$ cat config.mk
export PLATFORM = sky130hd
export DESIGN_NAME = power_save_sequencer
export DESIGN_NICKNAME = d
export VERILOG_FILES = /design/src/pin_sync.v /design/src/power_save_sequencer.v
export VERILOG_INCLUDE_DIRS = /design/src /design/src/src
export SDC_FILE = /design/constraint.sdc
export NUM_CORES = 1
export LEC_CHECK = 0
export ABC_CLOCK_PERIOD_IN_PS = 2400
export BUFFER_PORTS_ARGS = -buffer_cell sky130_fd_sc_hd__buf_4
export CORE_UTILIZATION = 55
export CTS_CLUSTER_SIZE = 8
export DETAILED_ROUTE_END_ITERATION = 6
export MAX_ROUTING_LAYER = met4
export PLACE_DENSITY = 0.7
export SYNTH_ARGS = -nofsm -noshare
export SYNTH_HDL_FRONTEND = slang
export SYNTH_SLANG_ARGS = --single-unit
$ cat constraint.sdc
create_clock -name clk_sys -period 2.4 [get_ports clk_sys]
set_input_delay 0.12 -clock clk_sys [delete_from_list [all_inputs] [get_ports clk_sys]]
set_output_delay 0.12 -clock clk_sys [all_outputs]
set_load 0.02 [all_outputs]
$ cat src/power_save_map.vh
// Notes on behaviour
// - Sleep pin high halts sensing and outputs.
// - Pin low resumes; data valid after 6 ms.
// - No serial answers while pin holds sleep.
// - Enable bit one duty cycles, zero continuous.
// - Active 0.94 ms; inactive 120 to 960 ms.
// - Output bit one keeps only serial outputs during naps.
// - Serial answers in run and naps only; position refreshed per wake.
`ifndef POWER_SAVE_MAP_VH
`define POWER_SAVE_MAP_VH
`define CLK_HZ 40000000
`define WAKE_SETTLE_US 6000
`define ACTIVE_TIME_NS 940000
`define INACTIVE_BASE_MS 120
`define WAKE_SETTLE_CYC ((`WAKE_SETTLE_US * (`CLK_HZ / 1000000)))
`define ACTIVE_CYC ((`ACTIVE_TIME_NS / 25))
`define INACTIVE_BASE_CYC ((`INACTIVE_BASE_MS * (`CLK_HZ / 1000)))
`define CNT_W 26
`endif

$ cat src/pin_sync.v
`timescale 1ns/1ps
module pin_sync (
    input wire clk_sys,
    input wire rst,
    input wire pin,
    output wire level
);
    reg stage1;
    reg stage2;
    // Reset to asleep so nothing runs before the pin is really seen low.
    always @(posedge clk_sys or posedge rst) begin
        if (rst) begin
            stage1 <= 1'b1;
            stage2 <= 1'b1;
        end else begin
            stage1 <= pin;
            stage2 <= stage1;
        end
    end
    assign level = stage2;
endmodule // pin_sync

$ cat src/power_save_sequencer.v
`timescale 1ns/1ps
`include "power_save_map.vh"
module power_save_sequencer #(
    parameter [25:0] SETTLE_CYC = `WAKE_SETTLE_CYC,
    parameter [25:0] ACTIVE_CYC = `ACTIVE_CYC,
    parameter [25:0] INACTIVE_BASE_CYC = `INACTIVE_BASE_CYC
) (
    input wire clk_sys,
    input wire rst,
    input wire sleep_request_pin,
    input wire auto_sleep_enable,
    input wire [1:0] sleep_period,
    input wire serial_only,
    input wire position_done,
    output reg core_run,
    output reg serial_enable,
    output reg other_outputs_enable,
    output reg position_valid,
    output reg position_latch
);
    localparam [3:0] ST_SLEEP = 4'b0001;
    localparam [3:0] ST_SETTLE = 4'b0010;
    localparam [3:0] ST_RUN = 4'b0100;
    localparam [3:0] ST_NAP = 4'b1000;

    wire pin_high;
    reg [3:0] state;
    reg [3:0] next_state;
    reg [`CNT_W-1:0] count;
    reg [`CNT_W-1:0] next_count;
    reg fresh;
    reg [`CNT_W-1:0] nap_cyc;
    reg next_core_run;
    reg next_serial_enable;
    reg next_other_outputs_enable;
    reg next_position_valid;
    reg next_position_latch;
    reg next_fresh;
    wire taking;

    pin_sync u_pin_sync (
        .clk_sys(clk_sys),
        .rst(rst),
        .pin(sleep_request_pin),
        .level(pin_high)
    );

    ////////////////////////////////////////////////////////////////////////
    // Inactive time doubles per step of the period field.
    // Each step of the period field doubles the nap; the widest still fits the counter.
    always @* begin
        case (sleep_period)
            2'h0: nap_cyc = INACTIVE_BASE_CYC;
            2'h1: nap_cyc = INACTIVE_BASE_CYC << 1;
            2'h2: nap_cyc = INACTIVE_BASE_CYC << 2;
            default: nap_cyc = INACTIVE_BASE_CYC << 3;
        endcase
    end

    // A position is only taken while the core is really active.
    assign taking = (state == ST_RUN) && position_done;

    always @* begin
        next_state = state;
        next_count = count;
        case (state)
            ST_SLEEP: begin
                next_count = {`CNT_W{1'b0}};
                if (!pin_high) begin
                    next_state = ST_SETTLE;
                end
            end
            ST_SETTLE: begin
                next_count = count + 1'b1;
                if (count == SETTLE_CYC - 1'b1) begin
                    next_state = ST_RUN;
                    next_count = {`CNT_W{1'b0}};
                end
            end
            ST_RUN: begin
                if (auto_sleep_enable) begin
                    next_count = count + 1'b1;
                    if (count == ACTIVE_CYC - 1'b1) begin
                        next_state = ST_NAP;
                        next_count = {`CNT_W{1'b0}};
                    end
                end else begin
                    next_count = {`CNT_W{1'b0}};
                end
            end
            ST_NAP: begin
                next_count = count + 1'b1;
                if (!auto_sleep_enable || count >= nap_cyc - 1'b1) begin
                    next_state = ST_RUN;
                    next_count = {`CNT_W{1'b0}};
                end
            end
            default: begin
                next_state = ST_SLEEP;
                next_count = {`CNT_W{1'b0}};
            end
        endcase
        // The pin overrides every state; the host is trusted to keep it low
        // while duty cycling, so no arbitration with the timer is attempted.
        if (pin_high) begin
            next_state = ST_SLEEP;
            next_count = {`CNT_W{1'b0}};
        end
    end

    ////////////////////////////////////////////////////////////////////////
    // Outputs other than position_latch follow the state being entered, so they change together with it.
    always @* begin
        next_core_run = 1'b0;
        next_serial_enable = 1'b0;
        next_other_outputs_enable = 1'b0;
        next_fresh = fresh;
        case (next_state)
            ST_SLEEP: begin
                next_fresh = 1'b0;
            end
            ST_SETTLE: begin
                // Position computed during settle is not trusted yet.
                next_core_run = 1'b1;
                next_fresh = 1'b0;
            end
            ST_RUN: begin
                next_core_run = 1'b1;
                next_serial_enable = 1'b1;
                next_other_outputs_enable = 1'b1;
                if (taking) begin
                    next_fresh = 1'b1;
                end
            end
            ST_NAP: begin
                // Serial ports keep answering in naps with the last latched position.
                next_serial_enable = 1'b1;
                next_other_outputs_enable = !serial_only;
                if (taking) begin
                    next_fresh = 1'b1;
                end
            end
            default: begin
                next_fresh = 1'b0;
            end
        endcase
        next_position_valid = ((next_state == ST_RUN) || (next_state == ST_NAP))
            && next_fresh;
        next_position_latch = taking;
    end

    ////////////////////////////////////////////////////////////////////////
    always @(posedge clk_sys or posedge rst) begin
        if (rst) begin
            state <= ST_SLEEP;
            count <= {`CNT_W{1'b0}};
            fresh <= 1'b0;
            core_run <= 1'b0;
            serial_enable <= 1'b0;
            other_outputs_enable <= 1'b0;
            position_valid <= 1'b0;
            position_latch <= 1'b0;
        end else begin
            state <= next_state;
            count <= next_count;
            fresh <= next_fresh;
            core_run <= next_core_run;
            serial_enable <= next_serial_enable;
            other_outputs_enable <= next_other_outputs_enable;
            position_valid <= next_position_valid;
            position_latch <= next_position_latch;
        end
    end
endmodule // power_save_sequencer

==> metrics.txt, run 1 <==
length of the first detailed-routing pass in iterations=4; sequential fraction of the synthesis area=38.7%; root buffer cell=sky130_fd_sc_hd__clkbuf_8; kind of end point of the critical path=register; post-detailed-route wirelength per cell=15.4 um; number of buffers inserted during clock tree synthesis=5; Starting Density=58.8%; Pins Over Slew Limit=0; commonest cells after routing, fill and taps aside=sky130_fd_sc_hd__nor2_1, sky130_fd_sc_hd__dfrtp_1, sky130_fd_sc_hd__buf_4; leading cell type in the layout, fill and taps excluded=sky130_fd_sc_hd__nor2_1; post-detailed-placement cell area=2550 um^2; proportion of synthesized flip-flops having asynchronous set or reset=100%; data required time of the critical path=2.57 ns; sequence of cells on the critical path=ha_1 -> nand4_1 -> or4_4 -> or2_2 -> nor3b_1 -> xnor2_1 -> nor2_1; Period Utilization, post-route=94.6%; instance count after placement with tap cells included=315; switch share=22.7%; maximum level of the CTS H-tree=2; number of synthesized register bits=37; status=finished clean; number of sinks driven by the clock tree=37; initial antenna violation count=0; signed area change from the synthesized netlist to the final layout=13.3%; overall fraction of global-route tracks in use=23.7%; count of cell types in the netlist=56; ratio of cells with drive above 1 in the final layout=18.1%; via count of the first global-routing pass=1,650; gp weighted congestion=0.914; Clk pwr share=43.2%; Final min period=2.27 ns; count of mapped cells out of synthesis=254; detailed placement HPWL=3.54 mm; total wire length after detailed routing=5.03 mm; fraction of power consumed by sequential logic=48.6%; CTS tree=done; worst-case headroom to the max-slew limit=67.2%; Clk Latency, worst-skew pair=0.29 ns; Post-Synthesis Cell Area=2400 um^2; cell internal power dissipation=0.00102 W; number of nets still failing antenna checks after routing=0; count of port buffers added during placement=12; largest net degree at the start of global routing=38; CP delay by family, top=simple AND/OR/NAND/NOR gates; Cell Pwr Density=485 nW/um^2; number of endpoints failing setup at the final stage=0; Die Height=68.1 um; synthesized area per cell=9.46 um^2; number of buffer and inverter stages on the critical path=0; clock transition at the registers of the reported paths=0.08 ns; multi-input logic area=1370 um^2; Std-Cell Rows=23; critical path's slowest cell=sky130_fd_sc_hd__or4_4; via density per instance=5.76; critical path fanouts, max=4; area enclosed by the die boundary=4640 um^2; Final Hold Slack=0.0581 ns; count of flip-flops with a built-in enable after synthesis=0; Filler Cell Count=336; leakage power figure=1.16 nW; post-detailed-route DRC marker count=0; Max-Cap Viols=0; category of the critical setup timing path=reg2reg; number of warnings printed during yosys synthesis=0; main flop type after synthesis=sky130_fd_sc_hd__dfrtp_1; final instance area=2720 um^2; switching power=0.000299 W; worst path arrival time=2.44 ns; Die Span X=68.1 um; min-delay worst type=in2reg; peak supply drop=0.000351 V; total setup buffers inserted after CTS=0; net count after synthesis=282; Final Instance Count excl. Fillers=327; sum of overflow across all layers after global routing=0; Final #Nets=304; unrepaired setup endpoints after global routing=no; Final Hold Viols=0; Core Region=4090 um^2; diode count=0; combinational share of power=8.2%; via count=1,885; wire length of the first global-routing pass=7.73 mm; measured slew at the worst slew-check pin=0.487 ns; fmax=0.440 GHz; Storage cell area=930 um^2; largest stage delay on the critical path=0.60 ns; number of top-level pins=13; startpoint type of the worst setup path=register; Longest Clk Path Bufs=2; Iteration-0 DRC Markers=78; overall power of the completed layout=0.00132 W; Post-Route Skew=0.0124 ns
## synthesized netlist by cell type, types with 2 or more instances
master                      n  area (um^2)
sky130_fd_sc_hd__a21o_1     3         22.5
sky130_fd_sc_hd__and4_1     4         35.0
sky130_fd_sc_hd__a31o_2     3         26.3
sky130_fd_sc_hd__nand2b_1   5         31.3
sky130_fd_sc_hd__or2_2      2         12.5
sky130_fd_sc_hd__nand3_1   16         80.1
sky130_fd_sc_hd__clkbuf_1   3         11.3
sky130_fd_sc_hd__dfrtp_1   34          851
sky130_fd_sc_hd__o21ai_0    6         30.0
sky130_fd_sc_hd__ha_1      20          250
sky130_fd_sc_hd__or3_1      2         12.5
sky130_fd_sc_hd__inv_1     12         45.0
sky130_fd_sc_hd__and3_2     3         22.5
sky130_fd_sc_hd__nor4b_1    3         26.3
sky130_fd_sc_hd__nor3b_1    2         15.0
sky130_fd_sc_hd__and3_1     2         12.5
sky130_fd_sc_hd__buf_8      2         30.0
sky130_fd_sc_hd__a211oi_1   2         15.0
sky130_fd_sc_hd__xnor2_1   13          114
sky130_fd_sc_hd__a21oi_1    5         25.0
sky130_fd_sc_hd__buf_2      2         10.0
sky130_fd_sc_hd__nand4_1    7         43.8
sky130_fd_sc_hd__nand2_1   14         52.6
sky130_fd_sc_hd__nor4_1     3         18.8
sky130_fd_sc_hd__dfstp_2    3         78.8
sky130_fd_sc_hd__nor3_1     4         20.0
sky130_fd_sc_hd__nor2_1    37          139
sky130_fd_sc_hd__xor2_1    14          123
## layout make-up
cell class / count / share of cell area [%]
clock buffers: 6 / 3.03
clock inverters: 2 / 1.38
inverters: 12 / 1.66
multi-input cells: 195 / 50.3
flip-flops and latches: 37 / 34.2
well taps: 50 / 2.30
repair buffers: 25 / 7.17
## final timing paths
check,start,endpoint,slack [ns],cells past startpoint
max in group asynchronous,rst,state[0],1.55,4
min reg2reg,u_pin_sync.stage1,u_pin_sync.level,0.36,0
min in group asynchronous,rst,count[19],0.49,4
min,position_done,position_latch,0.06,2
max reg2reg,count[0],count[24],0.13,7
max,count[0],count[24],0.13,7
## kinds of logic after synthesis
kind of cell	after synthesis	share of synthesized area, %
buf+inv	23	5.31
compound gates	28	8.49
fa+ha+maj	21	10.8
simple gates	117	26.4
xor+xnor	27	9.84
flops	37	38.7
mux	1	0.417
## what timing repair did
action / 4_1_cts / 5_1_grt
hold buffers: 3 / 0
endpoints found under the hold margin: 36 / 0
setup endpoints to repair: 0 / 26
resized for setup: 0 / 3
## per-stage QoR
step	utilization, %	setup slack, ns	setup TNS (ns)
floorplan	-	0.248	0
global placement	62.3	0.0390	0
detailed placement	62.3	-0.0397	-0.556
CTS	66.0	0.0933	0
global route	66.6	0.0146	0
finish	66.6	0.129	0
## power by group through the flow
stage	sequential, W	combinational, W	clock [W]
6_report	0.000641	0.000108	0.000569
5_1_grt	0.000643	0.000122	0.000601
3_5_place_dp	0.000654	0.000101	0
4_1_cts	0.000641	0.000106	0.000575
2_1_floorplan	0.000655	0.0000667	0
3_3_place_gp	0.000654	0.0000996	0
## metal layers
metal | up-vias | part of all wire [%] | global-route usage (%)
met5 | - | 0 | -
met4 | 0 | 1.6 | 8.33
met3 | 7 | 4.5 | 4.50
met2 | 51 | 46 | 35.7
met1 | 894 | 48 | 31.7
li1 | 933 | - | -
## flip-flops by register name, summed over array words and instances (netlist names)
name / cells
position_latch: 1
core_run: 1
u_pin_sync.level: 1
fresh: 1
other_outputs_enable: 1
u_pin_sync.stage1: 1
serial_enable: 1
state: 4
count: 26
No activity file was read; power rests on OpenSTA's default activity.
==> run 2: changes to the inputs <==
--- a/config.mk
+++ b/config.mk
@@ -8,6 +8,7 @@
 export LEC_CHECK = 0
 export ABC_CLOCK_PERIOD_IN_PS = 2400
 export BUFFER_PORTS_ARGS = -buffer_cell sky130_fd_sc_hd__buf_4
+export CORE_ASPECT_RATIO = 0.8
 export CORE_UTILIZATION = 55
 export CTS_CLUSTER_SIZE = 8
 export DETAILED_ROUTE_END_ITERATION = 6
==> metrics.txt, run 2 (synthesized netlist as in run 1, its figures left out) <==
status=finished clean; cell internal power dissipation=0.00102 W; final instance area=2720 um^2; fraction of power consumed by sequential logic=48.6%; measured slew at the worst slew-check pin=0.518 ns; commonest cells after routing, fill and taps aside=sky130_fd_sc_hd__nor2_1, sky130_fd_sc_hd__dfrtp_1, sky130_fd_sc_hd__ha_1, sky130_fd_sc_hd__buf_4, sky130_fd_sc_hd__nand3_1; length of the first detailed-routing pass in iterations=4; Max-Cap Viols=0; overall fraction of global-route tracks in use=23.7%; Starting Density=57.5%; peak supply drop=0.000397 V; Pins Over Slew Limit=0; number of buffers inserted during clock tree synthesis=5; gp weighted congestion=0.937; Die Span X=75.9 um; initial antenna violation count=0; kind of end point of the critical path=register; register with the most flip-flops=count; biggest registers after layout=count: 26 flops, state: 4 flops; instance count after placement with tap cells included=319; switching power=0.000303 W; Final Hold Slack=0.0713 ns; min-delay worst type=in2reg; Cell Pwr Density=486 nW/um^2; number of endpoints failing setup at the final stage=0; clock transition at the registers of the reported paths=0.08 ns; number of nets still failing antenna checks after routing=0; fmax=0.430 GHz; number of sinks driven by the clock tree=37; category of the critical setup timing path=reg2reg; Iteration-0 DRC Markers=117; post-detailed-route wirelength per cell=15.0 um; detailed placement HPWL=3.46 mm; count of port buffers added during placement=12; sum of overflow across all layers after global routing=0; wire length of the first global-routing pass=7.61 mm; critical path fanouts, max=4; switch share=22.9%; leakage power figure=1.15 nW; combinational share of power=8.3%; leading cell type in the layout, fill and taps excluded=sky130_fd_sc_hd__nor2_1; startpoint type of the worst setup path=register; Die Height=61.1 um; Filler Cell Count=342; Post-Route Skew=0.00682 ns; via density per instance=5.41; ratio of cells with drive above 1 in the final layout=17.8%; overall power of the completed layout=0.00132 W; post-detailed-placement cell area=2530 um^2; worst-case headroom to the max-slew limit=65.1%; Core Region=4180 um^2; data required time of the critical path=2.58 ns; via count=1,797; largest net degree at the start of global routing=38; Std-Cell Rows=21; root buffer cell=sky130_fd_sc_hd__clkbuf_8; Clk Latency, worst-skew pair=0.30 ns; max reg flops=26; maximum level of the CTS H-tree=2; Period Utilization, post-route=96.8%; number of top-level pins=13; worst path arrival time=2.50 ns; Final min period=2.32 ns; Final Hold Viols=0; Longest Clk Path Bufs=2; via count of the first global-routing pass=1,572; post-detailed-route DRC marker count=0; signed area change from the synthesized netlist to the final layout=13.2%; CTS tree=done; total wire length after detailed routing=4.99 mm; Clk pwr share=43.1%; area enclosed by the die boundary=4640 um^2; Hold Crit Depth=2; diode count=0; Final Instance Count excl. Fillers=332; Final #Nets=302; cell count of the worst reg-to-reg path=7
run 2: timing repair:
action / 4_1_cts / 5_1_grt
buffers inserted: 0 / 1
endpoints found under the hold margin: 36 / 0
resized for setup: 0 / 4
hold buffers: 3 / 0
endpoints found under the setup margin: 0 / 28
run 2: path summary, 6_finish.rpt:
path / start / slack (ns) / endpoint
min in group asynchronous: rst / 0.49 / position_latch
max: count[0] / 0.08 / count[24]
max reg2reg: count[0] / 0.08 / count[24]
min: position_done / 0.07 / position_latch
min reg2reg: u_pin_sync.stage1 / 0.35 / u_pin_sync.level
max in group asynchronous: rst / 1.56 / u_pin_sync.stage1
run 2: final cells by class:
cell class / count / area [um^2] / share of cell area (%)
Multi-Input combinational cell: 195 / 1370 / 50.5
Sequential cell: 37 / 930 / 34.2
Timing Repair Buffer: 23 / 180 / 6.62
Clock buffer: 6 / 82.6 / 3.04
Tap cell: 57 / 71.3 / 2.62
Inverter: 12 / 45.0 / 1.66
Clock inverter: 2 / 37.5 / 1.38
run 2: power by group through the flow:
| stage | clock network (W) | registers [W] | logic (W) |
|---|---|---|---|
| 2_1_floorplan | 0 | 0.000655 | 0.0000667 |
| 4_1_cts | 0.000582 | 0.000643 | 0.000106 |
| 3_5_place_dp | 0 | 0.000655 | 0.000102 |
| 5_1_grt | 0.000598 | 0.000644 | 0.000123 |
| 3_3_place_gp | 0 | 0.000654 | 0.0000992 |
| 6_report | 0.000569 | 0.000642 | 0.000110 |
run 2: critical path, stage by stage (launching register included):
cell,delay (ns)
sky130_fd_sc_hd__dfrtp_1,0.38
sky130_fd_sc_hd__ha_1,0.23
sky130_fd_sc_hd__nand4_1,0.20
sky130_fd_sc_hd__or4_4,0.60
sky130_fd_sc_hd__or2_2,0.34
sky130_fd_sc_hd__nor3b_1,0.25
sky130_fd_sc_hd__xnor2_1,0.15
sky130_fd_sc_hd__nor2_1,0.06
run 2: per-stage QoR:
step | TNS (ns) | util [%] | setup slack (ns)
finish | 0 | 65.1 | 0.0759
global route | -0.292 | 65.1 | -0.0304
CTS | 0 | 64.2 | 0.0623
detailed placement | -2.54 | 60.6 | -0.107
global placement | -1.04 | 60.6 | -0.0462
floorplan | 0 | - | 0.248
run 2: per-layer routing:
layer	share of wire (%)	global-route usage, %	wire, um
met5	0	-	0
met4	1.5	8.73	77
met3	3.8	4.91	191
met2	42	32.7	2100
met1	52	34.1	2620
==> run 3: changes to the inputs <==
--- a/config.mk
+++ b/config.mk
@@ -9,11 +9,11 @@
 export ABC_CLOCK_PERIOD_IN_PS = 2400
 export BUFFER_PORTS_ARGS = -buffer_cell sky130_fd_sc_hd__buf_4
 export CORE_ASPECT_RATIO = 0.8
-export CORE_UTILIZATION = 55
+export CORE_UTILIZATION = 30
 export CTS_CLUSTER_SIZE = 8
 export DETAILED_ROUTE_END_ITERATION = 6
 export MAX_ROUTING_LAYER = met4
-export PLACE_DENSITY = 0.7
+export PLACE_DENSITY = 0.42
 export SYNTH_ARGS = -nofsm -noshare
 export SYNTH_HDL_FRONTEND = slang
 export SYNTH_SLANG_ARGS = --single-unit
==> metrics.txt, run 3 (synthesized netlist as in run 1, its figures left out) <==
diode count=0; largest net degree at the start of global routing=38; via density per instance=4.71; post-detailed-route DRC marker count=0; cell internal power dissipation=0.000999 W; total wire length after detailed routing=5.69 mm; worst path arrival time=2.42 ns; post-route worst setup slack=0.171 ns; detailed placement HPWL=4.25 mm; Die Span X=102 um; combinational share of power=8.7%; biggest registers after layout=count: 26 flops, state: 4 flops; number of nets still failing antenna checks after routing=0; startpoint type of the worst setup path=register; Max-Cap Viols=0; critical path's slowest cell=sky130_fd_sc_hd__or4_4; kind of end point of the critical path=register; commonest cells after routing, fill and taps aside=sky130_fd_sc_hd__nor2_1, sky130_fd_sc_hd__dfrtp_1, sky130_fd_sc_hd__buf_4; number of sinks driven by the clock tree=37; length of the first detailed-routing pass in iterations=4; Final Instance Count excl. Fillers=390; Filler Cell Count=804; fraction of power consumed by sequential logic=48.5%; area enclosed by the die boundary=8370 um^2; fmax=0.449 GHz; overall power of the completed layout=0.00132 W; instance count after placement with tap cells included=379; post-detailed-route wirelength per cell=14.6 um; root buffer cell=sky130_fd_sc_hd__clkbuf_8; ratio of cells with drive above 1 in the final layout=20.4%; worst-case headroom to the max-slew limit=66.8%; Final #Nets=312; sum of overflow across all layers after global routing=0; Iteration-0 DRC Markers=77; number of endpoints failing setup at the final stage=0; sequence of cells on the critical path=ha_1 -> nand4_1 -> or4_4 -> or2_2 -> nor3b_1 -> xnor2_1 -> nor2_1; Pins Over Slew Limit=0; signed area change from the synthesized netlist to the final layout=19.0%; pre-CTS worst setup slack=-0.0224 ns; critical path fanouts, max=4; switch share=24.6%; min-delay worst type=in2reg; number of top-level pins=13; leading cell type in the layout, fill and taps excluded=sky130_fd_sc_hd__nor2_1; via count of the first global-routing pass=1,745; overall fraction of global-route tracks in use=15.4%; via count=1,837; count of port buffers added during placement=12; Final min period=2.23 ns; data required time of the critical path=2.59 ns; peak supply drop=0.000194 V; status=finished clean; total negative slack=0 ns; Longest Clk Path Bufs=2; Cell Pwr Density=463 nW/um^2; CTS tree=done; initial antenna violation count=0; Final Hold Viols=0; Starting Density=31.7%; register with the most flip-flops=count; leakage power figure=1.21 nW; measured slew at the worst slew-check pin=0.498 ns; unrepaired setup endpoints after global routing=no; gp weighted congestion=0.795; maximum level of the CTS H-tree=2; number of buffers inserted during clock tree synthesis=5; Post-Route Utilization=37.8%; switching power=0.000326 W; Period Utilization, post-route=92.9%; Core Region=7570 um^2; category of the critical setup timing path=reg2reg; wire length of the first global-routing pass=9.24 mm; max reg flops=26; Clk pwr share=42.7%; Clk Latency, worst-skew pair=0.30 ns; largest stage delay on the critical path=0.57 ns; Die Height=82.0 um; Post-Route Skew=0.0104 ns; Std-Cell Rows=28; clock transition at the registers of the reported paths=0.09 ns
==> run 3: power groups by stage <==
| stage | Clock, W | Sequential, W | Combinational, W |
|---|---|---|---|
| finish | 0.000566 | 0.000643 | 0.000116 |
| global placement | 0 | 0.000655 | 0.000111 |
| global route | 0.000607 | 0.000644 | 0.000131 |
| detailed placement | 0 | 0.000655 | 0.000111 |
| floorplan | 0 | 0.000655 | 0.0000667 |
| CTS | 0.000589 | 0.000642 | 0.000116 |
==> run 3: routing by layer <==
metal,vias to the layer above,wire length (um),global-route usage (%)
li1,945,-,-
met1,857,3150,22.6
met2,28,2310,21.1
met3,7,174,2.89
met4,0,59,4.29
met5,-,0,-
==> run 3: worst max-delay path, delay by kind of cell, from the launching register on <==
kind	cells	cell delay [ns]
and+or+nand+nor	5	1.38
adders and majority gates	1	0.23
xor gates and xnor gates	1	0.15
DFF	1	0.37
==> run 3: repair_timing <==
item | CTS | global route
hold buffers | 3 | 0
buffers inserted | 0 | 0
endpoints found under the hold margin | 36 | 0
resized for setup | 0 | 2
endpoints found under the setup margin | 0 | 2
==> run 3: worst paths after layout <==
kind	end	slack [ns]	startpoint	cells past startpoint
max	count[24]	0.17	count[1]	7
min	position_latch	0.06	position_done	2
max reg2reg	count[24]	0.17	count[1]	7
min reg2reg	u_pin_sync.level	0.36	u_pin_sync.stage1	0
max in group asynchronous	u_pin_sync.stage1	1.52	rst	4
min in group asynchronous	count[7]	0.50	rst	4
==> run 3: per-stage QoR <==
stage | instance area, um^2 | hold slack (ns)
after floorplan | 2400 | 0.124
final | 2860 | 0.0601
after CTS | 2850 | 0.0497
after global placement | 2710 | 0.229
after global routing | 2860 | 0.0624
after detailed placement | 2710 | 0.231
==> run 3: area by class of cell <==
cell class                 instances  area [um^2]  share of cell area, %
multi-input combinational        194         1350                   47.3
sequential                        37          930                   32.5
timing repair buffer              34          288                   10.1
tap                              105          131                   4.60
clock buffer                       5         68.8                   2.41
inverter                          12         45.0                   1.58
clock inverter                     3         43.8                   1.53
